**src/rtl/tmf_pkg.sv**
```systemverilog
// Shared constants of the timer event flag and request enable block
package tmf_pkg;

	// ---------------------------------------------------------------
	// Register map
	// ---------------------------------------------------------------
	localparam logic [7:0]  ENABLE_OFFSET = 8'h0c;
	localparam logic [7:0]  STATUS_OFFSET = 8'h10;
	localparam logic [15:0] ENABLE_RESET  = 16'h0000;
	localparam logic [15:0] STATUS_RESET  = 16'h0000;
	// Implemented bits; all others are reserved and read as zero
	localparam logic [15:0] ENABLE_MASK   = 16'h47e7;
	localparam logic [15:0] STATUS_MASK   = 16'h06e7;
	// Flags that have an interrupt enable at the same position
	localparam logic [15:0] IRQ_FLAG_MASK = 16'h00e7;

	// ---------------------------------------------------------------
	// Field positions
	// ---------------------------------------------------------------
	localparam int UPDATE_BIT   = 0;
	localparam int CH1_BIT      = 1;
	localparam int CH2_BIT      = 2;
	localparam int COMM_BIT     = 5;
	localparam int TRIG_BIT     = 6;
	localparam int BREAK_BIT    = 7;
	localparam int UPD_DMA_BIT  = 8;
	localparam int CH1_DMA_BIT  = 9;
	localparam int CH2_DMA_BIT  = 10;
	localparam int TRIG_DMA_BIT = 14;
	localparam int CH1_OVC_BIT  = 9;
	localparam int CH2_OVC_BIT  = 10;

	// ---------------------------------------------------------------
	// Modes and bus answers
	// ---------------------------------------------------------------
	localparam logic       UPD_SRC_ANY = 1'b0;
	localparam logic [1:0] RESP_OKAY   = 2'b00;
	localparam logic [1:0] RESP_SLVERR = 2'b10;

endpackage

```
**src/rtl/tmf_flag_bank.sv**
```systemverilog
// Bank of sticky status flags with set-over-clear priority
`timescale 1ns/1ns
module tmf_flag_bank #(
	parameter int              WIDTH = 16,
	parameter logic [WIDTH-1:0] IMPL  = '1,
	parameter logic [WIDTH-1:0] RESET = '0
) (
	input  wire logic             clk,
	input  wire logic             rst_n,
	input  wire logic [WIDTH-1:0] set,
	input  wire logic [WIDTH-1:0] clr,
	output logic      [WIDTH-1:0] q
);

	logic [WIDTH-1:0] flag_d;
	logic [WIDTH-1:0] flag_q;

	// ---------------------------------------------------------------
	// Elaboration check
	// ---------------------------------------------------------------
	if (WIDTH < 1 || WIDTH > 32)
	begin : g_bad_width
		$error("flag bank width must be 1 to 32");
	end

	// ---------------------------------------------------------------
	// Next state per bit
	// ---------------------------------------------------------------
	// Set wins so an event in the clearing cycle is never lost
	for (genvar i = 0; i < WIDTH; i++)
	begin : g_flag
		if (IMPL[i])
		begin : g_impl
			assign flag_d[i] = set[i] | (flag_q[i] & ~clr[i]);
		end
		else
		begin : g_rsvd
			assign flag_d[i] = 1'b0;
		end
	end

	// Register the flags
	always_ff @(posedge clk or negedge rst_n)
	begin
		if (!rst_n)
			flag_q <= RESET;
		else
			flag_q <= flag_d;
	end

	assign q = flag_q;

endmodule

```
**src/rtl/tmf_axil_slave.sv**
```systemverilog
// AXI4-Lite slave front end: handshakes, one write and one read in flight
`timescale 1ns/1ns
module tmf_axil_slave #(
	parameter int ADDR_W = 8
) (
	input  wire logic              clk,
	input  wire logic              rst_n,
	input  wire logic              awvalid,
	output logic                   awready,
	input  wire logic [ADDR_W-1:0] awaddr,
	input  wire logic              wvalid,
	output logic                   wready,
	input  wire logic [31:0]       wdata,
	input  wire logic [3:0]        wstrb,
	output logic                   bvalid,
	input  wire logic              bready,
	output logic      [1:0]        bresp,
	input  wire logic              arvalid,
	output logic                   arready,
	input  wire logic [ADDR_W-1:0] araddr,
	output logic                   rvalid,
	input  wire logic              rready,
	output logic      [31:0]       rdata,
	output logic      [1:0]        rresp,
	output logic                   reg_wr,
	output logic      [ADDR_W-1:0] reg_wr_addr,
	output logic      [31:0]       reg_wr_data,
	output logic      [3:0]        reg_wr_strb,
	input  wire logic              reg_wr_ok,
	output logic                   reg_rd,
	output logic      [ADDR_W-1:0] reg_rd_addr,
	input  wire logic [31:0]       reg_rd_data,
	input  wire logic              reg_rd_ok
);

	logic              aw_full_q, aw_full_d;
	logic [ADDR_W-1:0] aw_addr_q, aw_addr_d;
	logic              w_full_q, w_full_d;
	logic [31:0]       w_data_q, w_data_d;
	logic [3:0]        w_strb_q, w_strb_d;
	logic              bvalid_q, bvalid_d;
	logic [1:0]        bresp_q, bresp_d;
	logic              rvalid_q, rvalid_d;
	logic [31:0]       rdata_q, rdata_d;
	logic [1:0]        rresp_q, rresp_d;

	// ---------------------------------------------------------------
	// Handshake outputs
	// ---------------------------------------------------------------
	// Address and data are held apart so they may come in either order
	assign awready     = !aw_full_q;
	assign wready      = !w_full_q;
	assign arready     = !rvalid_q;
	// Write commits once both halves are held and no answer is pending
	assign reg_wr      = aw_full_q & w_full_q & !bvalid_q;
	assign reg_wr_addr = aw_addr_q;
	assign reg_wr_data = w_data_q;
	assign reg_wr_strb = w_strb_q;
	assign reg_rd      = arvalid & !rvalid_q;
	assign reg_rd_addr = araddr;
	assign bvalid      = bvalid_q;
	assign bresp       = bresp_q;
	assign rvalid      = rvalid_q;
	assign rdata       = rdata_q;
	assign rresp       = rresp_q;

	// Next state of both channels
	always_comb
	begin
		aw_full_d = aw_full_q;
		aw_addr_d = aw_addr_q;
		w_full_d  = w_full_q;
		w_data_d  = w_data_q;
		w_strb_d  = w_strb_q;
		bvalid_d  = bvalid_q;
		bresp_d   = bresp_q;
		rvalid_d  = rvalid_q;
		rdata_d   = rdata_q;
		rresp_d   = rresp_q;
		if (awvalid && awready)
		begin
			aw_full_d = 1'b1;
			aw_addr_d = awaddr;
		end
		if (wvalid && wready)
		begin
			w_full_d = 1'b1;
			w_data_d = wdata;
			w_strb_d = wstrb;
		end
		if (bvalid_q && bready)
			bvalid_d = 1'b0;
		if (reg_wr)
		begin
			aw_full_d = 1'b0;
			w_full_d  = 1'b0;
			bvalid_d  = 1'b1;
			bresp_d   = reg_wr_ok ? tmf_pkg::RESP_OKAY : tmf_pkg::RESP_SLVERR;
		end
		if (rvalid_q && rready)
			rvalid_d = 1'b0;
		if (reg_rd)
		begin
			rvalid_d = 1'b1;
			rdata_d  = reg_rd_ok ? reg_rd_data : 32'h0000_0000;
			rresp_d  = reg_rd_ok ? tmf_pkg::RESP_OKAY : tmf_pkg::RESP_SLVERR;
		end
	end

	// Register both channels
	always_ff @(posedge clk or negedge rst_n)
	begin
		if (!rst_n)
		begin
			aw_full_q <= 1'b0;
			aw_addr_q <= '0;
			w_full_q  <= 1'b0;
			w_data_q  <= 32'h0000_0000;
			w_strb_q  <= 4'h0;
			bvalid_q  <= 1'b0;
			bresp_q   <= 2'h0;
			rvalid_q  <= 1'b0;
			rdata_q   <= 32'h0000_0000;
			rresp_q   <= 2'h0;
		end
		else
		begin
			aw_full_q <= aw_full_d;
			aw_addr_q <= aw_addr_d;
			w_full_q  <= w_full_d;
			w_data_q  <= w_data_d;
			w_strb_q  <= w_strb_d;
			bvalid_q  <= bvalid_d;
			bresp_q   <= bresp_d;
			rvalid_q  <= rvalid_d;
			rdata_q   <= rdata_d;
			rresp_q   <= rresp_d;
		end
	end

endmodule

```
**src/rtl/tmf_event_flags.sv**
```systemverilog
// Timer event flags, interrupt and DMA request enables, AXI4-Lite registers
// Operation
// - Enable bits 0, 1, 2, 5, 6, 7 enable the update, channel 1, channel 2,
//     commutation, trigger and break interrupts, 1 meaning enabled.
// - Enable bits 8, 9, 10, 14 enable update, channel 1, channel 2 and trigger DMA requests.
// - Status bit 0 is set by every update event and cleared by writing 0.
// - A repetition counter wrap raises an update event unless updates are disabled.
// - An update-generate command raises an update event when allowed and the source select is 0.
// - A counter reinit by trigger raises an update event when allowed and the source select is 0.
// - In output mode status bit 1 is set on a channel 1 compare match.
// - In input mode status bit 1 is set on each capture and cleared by writing 0 or a capture read.
// - Status bit 2 does the same for channel 2.
// - Status bit 5 is set by a commutation event and held until written 0.
// - Status bit 6 is set by a trigger event and cleared by writing 0.
// - Status bit 7 is set while break is active and a clear only works once break is gone.
// - Status bit 9 is set when a channel 1 capture finds its flag still set, input mode only.
// - Status bit 10 does the same for channel 2.
// - Status bits 4:3, 8 and 15:11 are reserved and never set.
`timescale 1ns/1ns
module tmf_event_flags #(
	parameter int ADDR_W = 8
) (
	input  wire logic              CLK,
	input  wire logic              RSTN,
	// AXI4-Lite register port
	input  wire logic              AWVALID,
	output logic                   AWREADY,
	input  wire logic [ADDR_W-1:0] AWADDR,
	input  wire logic [2:0]        AWPROT,
	input  wire logic              WVALID,
	output logic                   WREADY,
	input  wire logic [31:0]       WDATA,
	input  wire logic [3:0]        WSTRB,
	output logic                   BVALID,
	input  wire logic              BREADY,
	output logic      [1:0]        BRESP,
	input  wire logic              ARVALID,
	output logic                   ARREADY,
	input  wire logic [ADDR_W-1:0] ARADDR,
	input  wire logic [2:0]        ARPROT,
	output logic                   RVALID,
	input  wire logic              RREADY,
	output logic      [31:0]       RDATA,
	output logic      [1:0]        RRESP,
	// Timer core controls and event strobes
	input  wire logic              UPDATE_DISABLE,
	input  wire logic              UPDATE_SOURCE_SELECT,
	input  wire logic              REP_WRAP,
	input  wire logic              UPDATE_GENERATE,
	input  wire logic              TRIGGER_REINIT,
	input  wire logic              CH1_IS_INPUT,
	input  wire logic              CH2_IS_INPUT,
	input  wire logic              CH1_MATCH,
	input  wire logic              CH2_MATCH,
	input  wire logic              CH1_CAPTURE,
	input  wire logic              CH2_CAPTURE,
	input  wire logic              CH1_CAPTURE_READ,
	input  wire logic              CH2_CAPTURE_READ,
	input  wire logic              COMMUTATION_EVENT,
	input  wire logic              TRIGGER_EVENT,
	input  wire logic              BREAK_ACTIVE,
	// Requests toward counter, interrupt and DMA controllers
	output logic                   UPDATE_EVENT,
	output logic                   IRQ,
	output logic                   DMA_REQ_UPDATE,
	output logic                   DMA_REQ_CH1,
	output logic                   DMA_REQ_CH2,
	output logic                   DMA_REQ_TRIGGER
);

	// ---------------------------------------------------------------
	// Elaboration check
	// ---------------------------------------------------------------
	if (ADDR_W < 5 || ADDR_W > 32)
	begin : g_bad_addr
		$error("ADDR_W must be 5 to 32");
	end

	// ---------------------------------------------------------------
	// Declarations
	// ---------------------------------------------------------------
	logic              reg_wr;
	logic [ADDR_W-1:0] reg_wr_addr;
	logic [31:0]       reg_wr_data;
	logic [3:0]        reg_wr_strb;
	logic              reg_wr_ok;
	logic              reg_rd;
	logic [ADDR_W-1:0] reg_rd_addr;
	logic [31:0]       reg_rd_data;
	logic              reg_rd_ok;
	logic [1:0]        wr_hit;
	logic [1:0]        rd_hit;
	logic [15:0]       lane_mask;
	logic [15:0]       enable_q, enable_d;
	logic [15:0]       status_q;
	logic [15:0]       set_vec;
	logic [15:0]       clr_vec;
	logic              upd_evt;
	logic              ch1_evt;
	logic              ch2_evt;
	logic              irq_q, irq_d;
	logic [4:0]        req_q, req_d;

	// Map an address onto the two registers: bit 0 enable, bit 1 status
	function automatic logic [1:0] decode(input logic [ADDR_W-1:0] addr);
		logic [1:0] hit;
		hit    = 2'b00;
		hit[0] = (addr == ADDR_W'(tmf_pkg::ENABLE_OFFSET));
		hit[1] = (addr == ADDR_W'(tmf_pkg::STATUS_OFFSET));
		return hit;
	endfunction

	// ---------------------------------------------------------------
	// Bus front end
	// ---------------------------------------------------------------
	// Protection attributes are accepted but do not restrict access
	tmf_axil_slave #(
		.ADDR_W (ADDR_W)
	) u_bus (
		.clk         (CLK),
		.rst_n       (RSTN),
		.awvalid     (AWVALID),
		.awready     (AWREADY),
		.awaddr      (AWADDR),
		.wvalid      (WVALID),
		.wready      (WREADY),
		.wdata       (WDATA),
		.wstrb       (WSTRB),
		.bvalid      (BVALID),
		.bready      (BREADY),
		.bresp       (BRESP),
		.arvalid     (ARVALID),
		.arready     (ARREADY),
		.araddr      (ARADDR),
		.rvalid      (RVALID),
		.rready      (RREADY),
		.rdata       (RDATA),
		.rresp       (RRESP),
		.reg_wr      (reg_wr),
		.reg_wr_addr (reg_wr_addr),
		.reg_wr_data (reg_wr_data),
		.reg_wr_strb (reg_wr_strb),
		.reg_wr_ok   (reg_wr_ok),
		.reg_rd      (reg_rd),
		.reg_rd_addr (reg_rd_addr),
		.reg_rd_data (reg_rd_data),
		.reg_rd_ok   (reg_rd_ok)
	);

	// Address decode; any other address answers SLVERR
	assign wr_hit    = decode(reg_wr_addr);
	assign rd_hit    = decode(reg_rd_addr);
	assign reg_wr_ok = |wr_hit;
	assign reg_rd_ok = |rd_hit;
	// Only the two low byte lanes hold register bits
	assign lane_mask = {{8{reg_wr_strb[1]}}, {8{reg_wr_strb[0]}}};

	// Read data, reserved bits as zero
	always_comb
	begin
		reg_rd_data = 32'h0000_0000;
		if (rd_hit[0])
			reg_rd_data = {16'h0000, enable_q};
		else if (rd_hit[1])
			reg_rd_data = {16'h0000, status_q};
	end

	// ---------------------------------------------------------------
	// Enable register
	// ---------------------------------------------------------------
	// Byte lanes update independently; reserved bits never store
	always_comb
	begin
		enable_d = enable_q;
		if (reg_wr && wr_hit[0])
		begin
			enable_d = (enable_q & ~lane_mask) | (reg_wr_data[15:0] & lane_mask);
			enable_d = enable_d & tmf_pkg::ENABLE_MASK;
		end
	end

	always_ff @(posedge CLK or negedge RSTN)
	begin
		if (!RSTN)
			enable_q <= tmf_pkg::ENABLE_RESET;
		else
			enable_q <= enable_d;
	end

	// ---------------------------------------------------------------
	// Event qualification
	// ---------------------------------------------------------------
	// Repetition wrap needs only updates allowed; software and trigger
	// reinit additionally need the source select at zero
	assign upd_evt = !UPDATE_DISABLE
		& (REP_WRAP
		| ((UPDATE_SOURCE_SELECT == tmf_pkg::UPD_SRC_ANY)
		& (UPDATE_GENERATE
		| TRIGGER_REINIT)));
	// Channel flags follow compare in output mode, capture in input mode
	assign ch1_evt = CH1_IS_INPUT ? CH1_CAPTURE : CH1_MATCH;
	assign ch2_evt = CH2_IS_INPUT ? CH2_CAPTURE : CH2_MATCH;

	// ---------------------------------------------------------------
	// Status flags
	// ---------------------------------------------------------------
	// Hardware set sources per flag
	always_comb
	begin
		set_vec                        = 16'h0000;
		set_vec[tmf_pkg::UPDATE_BIT]   = upd_evt;
		set_vec[tmf_pkg::CH1_BIT]      = ch1_evt;
		set_vec[tmf_pkg::CH2_BIT]      = ch2_evt;
		set_vec[tmf_pkg::COMM_BIT]     = COMMUTATION_EVENT;
		set_vec[tmf_pkg::TRIG_BIT]     = TRIGGER_EVENT;
		// Level set keeps the flag pinned while break persists
		set_vec[tmf_pkg::BREAK_BIT]    = BREAK_ACTIVE;
		// Over-capture looks at the flag before this capture lands
		set_vec[tmf_pkg::CH1_OVC_BIT]  = CH1_IS_INPUT & CH1_CAPTURE
			& status_q[tmf_pkg::CH1_BIT];
		set_vec[tmf_pkg::CH2_OVC_BIT]  = CH2_IS_INPUT & CH2_CAPTURE
			& status_q[tmf_pkg::CH2_BIT];
	end

	// Clear sources: written zeros in enabled lanes, capture reads
	always_comb
	begin
		clr_vec = 16'h0000;
		if (reg_wr && wr_hit[1])
			clr_vec = ~reg_wr_data[15:0] & lane_mask;
		if (CH1_IS_INPUT && CH1_CAPTURE_READ)
			clr_vec[tmf_pkg::CH1_BIT] = 1'b1;
		if (CH2_IS_INPUT && CH2_CAPTURE_READ)
			clr_vec[tmf_pkg::CH2_BIT] = 1'b1;
		// A clear during break is dropped, not deferred
		if (BREAK_ACTIVE)
			clr_vec[tmf_pkg::BREAK_BIT] = 1'b0;
	end

	// Sticky flags; reserved positions are tied off inside the bank
	tmf_flag_bank #(
		.WIDTH (16),
		.IMPL  (tmf_pkg::STATUS_MASK),
		.RESET (tmf_pkg::STATUS_RESET)
	) u_flags (
		.clk   (CLK),
		.rst_n (RSTN),
		.set   (set_vec),
		.clr   (clr_vec),
		.q     (status_q)
	);

	// ---------------------------------------------------------------
	// Interrupt and DMA requests
	// ---------------------------------------------------------------
	// Interrupt is a level from the flags, so it drops once cleared
	always_comb
	begin
		irq_d = |(status_q & enable_q & tmf_pkg::IRQ_FLAG_MASK);
		// DMA requests are one-cycle pulses per qualifying event
		req_d[0] = upd_evt & enable_q[tmf_pkg::UPD_DMA_BIT];
		req_d[1] = ch1_evt & enable_q[tmf_pkg::CH1_DMA_BIT];
		req_d[2] = ch2_evt & enable_q[tmf_pkg::CH2_DMA_BIT];
		req_d[3] = TRIGGER_EVENT & enable_q[tmf_pkg::TRIG_DMA_BIT];
		req_d[4] = upd_evt;
	end

	always_ff @(posedge CLK or negedge RSTN)
	begin
		if (!RSTN)
		begin
			irq_q <= 1'b0;
			req_q <= 5'h00;
		end
		else
		begin
			irq_q <= irq_d;
			req_q <= req_d;
		end
	end

	assign IRQ             = irq_q;
	assign DMA_REQ_UPDATE  = req_q[0];
	assign DMA_REQ_CH1     = req_q[1];
	assign DMA_REQ_CH2     = req_q[2];
	assign DMA_REQ_TRIGGER = req_q[3];
	// Qualified update strobe back to the counter for reinit
	assign UPDATE_EVENT    = req_q[4];

endmodule

```
**config.mk**
```make
export PLATFORM = sky130hd
export DESIGN_NAME = tmf_event_flags
export DESIGN_NICKNAME = d
export VERILOG_FILES = /design/src/rtl/tmf_pkg.sv /design/src/rtl/tmf_flag_bank.sv /design/src/rtl/tmf_axil_slave.sv /design/src/rtl/tmf_event_flags.sv
export SDC_FILE = /design/constraint.sdc
export NUM_CORES = 1
export LEC_CHECK = 0
export BUFFER_PORTS_ARGS = -buffer_cell sky130_fd_sc_hd__buf_4
export CAP_MARGIN = 20
export CORE_ASPECT_RATIO = 0.9
export CORE_UTILIZATION = 49
export DETAILED_ROUTE_END_ITERATION = 16
export PLACE_DENSITY = 0.91
export SKIP_LAST_GASP = 1
export SLEW_MARGIN = 10
export SYNTH_ARGS = -nofsm -noshare
export SYNTH_HDL_FRONTEND = slang
export SYNTH_SLANG_ARGS = --single-unit
```
**constraint.sdc**
```tcl
create_clock -name CLK -period 5.1 [get_ports CLK]
set_clock_uncertainty 0.15 [all_clocks]
set_input_delay 1.02 -clock CLK [delete_from_list [all_inputs] [get_ports CLK]]
set_output_delay 1.02 -clock CLK [all_outputs]
set_load 0.05 [all_outputs]
```
==> impl_metrics.toml <==
[logic_synthesis]
synth.avg_cell_area_um2 = 12.1
yosysSeqAreaShare_pct = 56.6
yosysMostFrequentCell = "dfrtp_1"
synthTopCellsByCount = "dfrtp_1 (60), mux2_2 (31), buf_4 (25)"
synth_cells = 219
synth_top_cell_by_area = "dfrtp_1"
synth_edf_count = 0
ys_types = 33
synthesis.area_mm2 = 0.00265
synth_ff_type = "dfrtp_1"
synth-compound-area-share_pct = 7.36
synth_top_family_by_area = "multiplexers"
synthArstFlopShare_pct = 100
synth_warnings = 0
synth-simple-area-share_pct = 10.2
synth-xor-area-share_pct = 0
synthMuxAreaShare_pct = 16.9
ys_ff_latch = 60
synthAdderAreaFrac_pct = 0
yosysTopAreaCellShare_pct = 56.6
synth.area.top_cells = "dfrtp_1 (57%), mux2_2 (13%), buf_4 (7.1%)"

[power_and_ir_drop]
pwr-share-clk_pct = 25.7
p_leak_nw = 1.62
combinationalPowerShare_pct = 27.0
swShare_pct = 33.0
peakVddDrop_uv = 259
power_density_mw_per_mm2 = 427
p_seq_share_pct = 47.3
power_switching_w = 0.000474
p_int_w = 0.000960

[global_routing]
met1_usage_pct = 27.2
grt-busiest-layer = "met2"
grt_util_met2_pct = 31.1
grt_use_met3_pct = 4.97
grt_pass1_wl_um = 8710
grt_overflow = 0
grt_pass1_vias = 1812
antenna_found_initial = 0
gr-usage-all-layers_pct = 20.8
grt_max_degree = 61

[setup_path]
path_max_fanout = 9
cp_slowest_stage_delay_ns = 0.57
start_kind = "input port"
endpoint_kind = "flip-flop"
critPathBufInv = 1
critical_path_required_ns = 5.14
critPathArrivalTime_ns = 2.43
critPathTopFamily = "simple AND/OR/NAND/NOR gates"
cp_slowest_cell = "or4_1"
worstSetupPathType = "input port to flip-flop"
path_cells = "buf_4 -> or4_1 -> nor2_1 -> nand4_1 -> a21boi_0"

[cts]
clk_path_buf_depth = 2
hold_buffers = 0
cts_made_buffers = 9
cts_resized = 0
clk_latency_ns = 0.33
clock-sinks = 60
htree_levels = 3
cts_root_buf = "clkbuf_8"
clkTransAtPathRegs_ns = 0.06
cts_setup_buffers = 0
cts_tree = "built"

[cells_and_area]
seqCellArea_mm2 = 0.00150
nets = 380
synthToLayoutAreaGrowth_pct = 26.5
fillerInstances = 408
antenna_cells = 0
drive_above_1_share_pct = 41.3
multi_input_area_mm2 = 0.00101

[sta]
layout_setup_ws_ns = 2.71
post-route-period-util_pct = 46.9
setup_viol = 0
clock.fmax_mhz = 418
period_needed_ns = 2.39
fin_tns_setup_ns = 0
rsz0062_at_grt = "no"
final_max_slew_viol_count = 0
tightest_slew_ns = 0.728
hold_violations = 0
relSlewSlack_pct = 51.4

[placed_design]
place_ws_ns = 2.37
place_congestion = 0.800
dp_hpwl_um = 3880
portBuffers = 73

[die]
start_util_pct = 50.8
io_pins = 128
num_rows = 25
die_h_um = 71.8
core_area_mm2 = 0.00522
die_w_um = 79.6
dieArea_mm2 = 0.00571

[route]
routedWlPerCell_um = 14.5
num_vias = 1887
ant_nets = 0
routed_wl_um = 5370
routed_via_density = 5.10
drtPass1Iterations = 4
drcViolationCount = 0
drt_iter0_drc = 103

[outcome]
status = "finished, final reports clean"

[job]
maxCapViolCount = 0

[hold_path]
hold_path.class = "flip-flop to flip-flop"
-- layout by cell type (no fill, tap or decap) --
| master | netlist | final |
|---|---|---|
| buf_4 | 25 | 75 |
| dfrtp_1 | 60 | 60 |
| mux2_2 | 31 | 31 |
| conb_1 | 1 | 24 |
| nand2_1 | 17 | 17 |
| o21ai_0 | 14 | 14 |
| nor2_1 | 11 | 11 |
| clkbuf_8 | 0 | 11 |
| mux2i_1 | 10 | 10 |
| inv_1 | 8 | 8 |
| a21oi_1 | 5 | 5 |
| nor2b_1 | 4 | 4 |
| a22oi_1 | 3 | 3 |
| a21boi_0 | 3 | 3 |
| and2_1 | 2 | 2 |
| nand4b_1 | 2 | 2 |
| a32o_1 | 2 | 2 |
| a31oi_1 | 2 | 2 |
| o21a_1 | 2 | 2 |
| clkinv_2 | 0 | 2 |
| clkbuf_1 | 3 | 2 |
| o21bai_1 | 1 | 1 |
| nand3_1 | 1 | 1 |
| nand3b_1 | 1 | 1 |
| or4_4 | 1 | 1 |
| nor3_4 | 1 | 1 |
| nor3b_1 | 1 | 1 |
| and3_1 | 1 | 1 |
| nand3_2 | 1 | 1 |
| or4_1 | 1 | 1 |
| nor4_2 | 0 | 1 |
| or3b_2 | 1 | 1 |
| nand4_1 | 1 | 1 |
| nand3_4 | 1 | 1 |
-- cell families (layout without fill, tap and decap cells) --
family          Yosys count  in the layout
compound gates           32             32
buf+inv                  37             98
flops                    60             60
mux                      41             41
other cells               1             24
simple gates             48             48
-- worst reg2reg max path, delay by kind of cell, from the launching register on --
| family | cells | cell delay [ns] |
|---|---|---|
| AND/OR/NAND/NOR | 3 | 1.20 |
| flip-flops | 1 | 0.38 |
| AO/OA/AOI/OAI | 1 | 0.14 |
-- power by group through the flow --
| stage | Sequential [W] | Clock (W) | Combinational, W |
|---|---|---|---|
| floorplan | 0.000692 | 0 | 0.000268 |
| global placement | 0.000674 | 0 | 0.000375 |
| detailed placement | 0.000685 | 0 | 0.000385 |
| CTS | 0.000676 | 0.000376 | 0.000387 |
| global route | 0.000694 | 0.000397 | 0.000417 |
| finish | 0.000678 | 0.000369 | 0.000387 |
-- final cells by class --
type / instances / area share, %
clock inverter: 2 / 0.298
clock buffer: 13 / 4.73
tap: 67 / 2.50
multi-input combinational: 145 / 30.1
sequential: 60 / 44.7
timing repair buffer: 75 / 16.8
inverter: 8 / 0.894
-- metal layers --
layer | part of all wire, % | wire length (um)
met1 | 42 | 2270
met5 | 0 | 0
met4 | 1.7 | 91
met3 | 5.7 | 304
met2 | 50 | 2710
-- path summary, 6_finish.rpt --
check	start	end	slack, ns	depth (start not counted)
min reg2reg	u_bus.rdata[2]	u_bus.rdata[2]	0.34	2
max in group asynchronous	RSTN	u_bus.rdata[2]	3.72	1
min in group asynchronous	RSTN	u_bus.reg_wr_addr[7]	0.59	1
min	u_bus.rdata[2]	u_bus.rdata[2]	0.34	2
max	ARADDR[0]	u_bus.rresp[1]	2.71	5
max reg2reg	u_bus.reg_wr_addr[0]	u_flags.q[2]	3.10	4
-- stage by stage --
step / hold slack (ns) / cell area (um^2) / power [W] / util (%) / instances
floorplan: 0.315 / 2740 / 0.000960 / - / 242
global placement: 0.314 / 3180 / 0.00105 / 60.9 / 354
detailed placement: 0.327 / 3180 / 0.00107 / 60.9 / 354
CTS: 0.341 / 3350 / 0.00144 / 64.1 / 369
global route: 0.365 / 3360 / 0.00151 / 64.3 / 370
finish: 0.340 / 3360 / 0.00143 / 64.3 / 370
No activity file was read; power rests on OpenSTA's default activity.
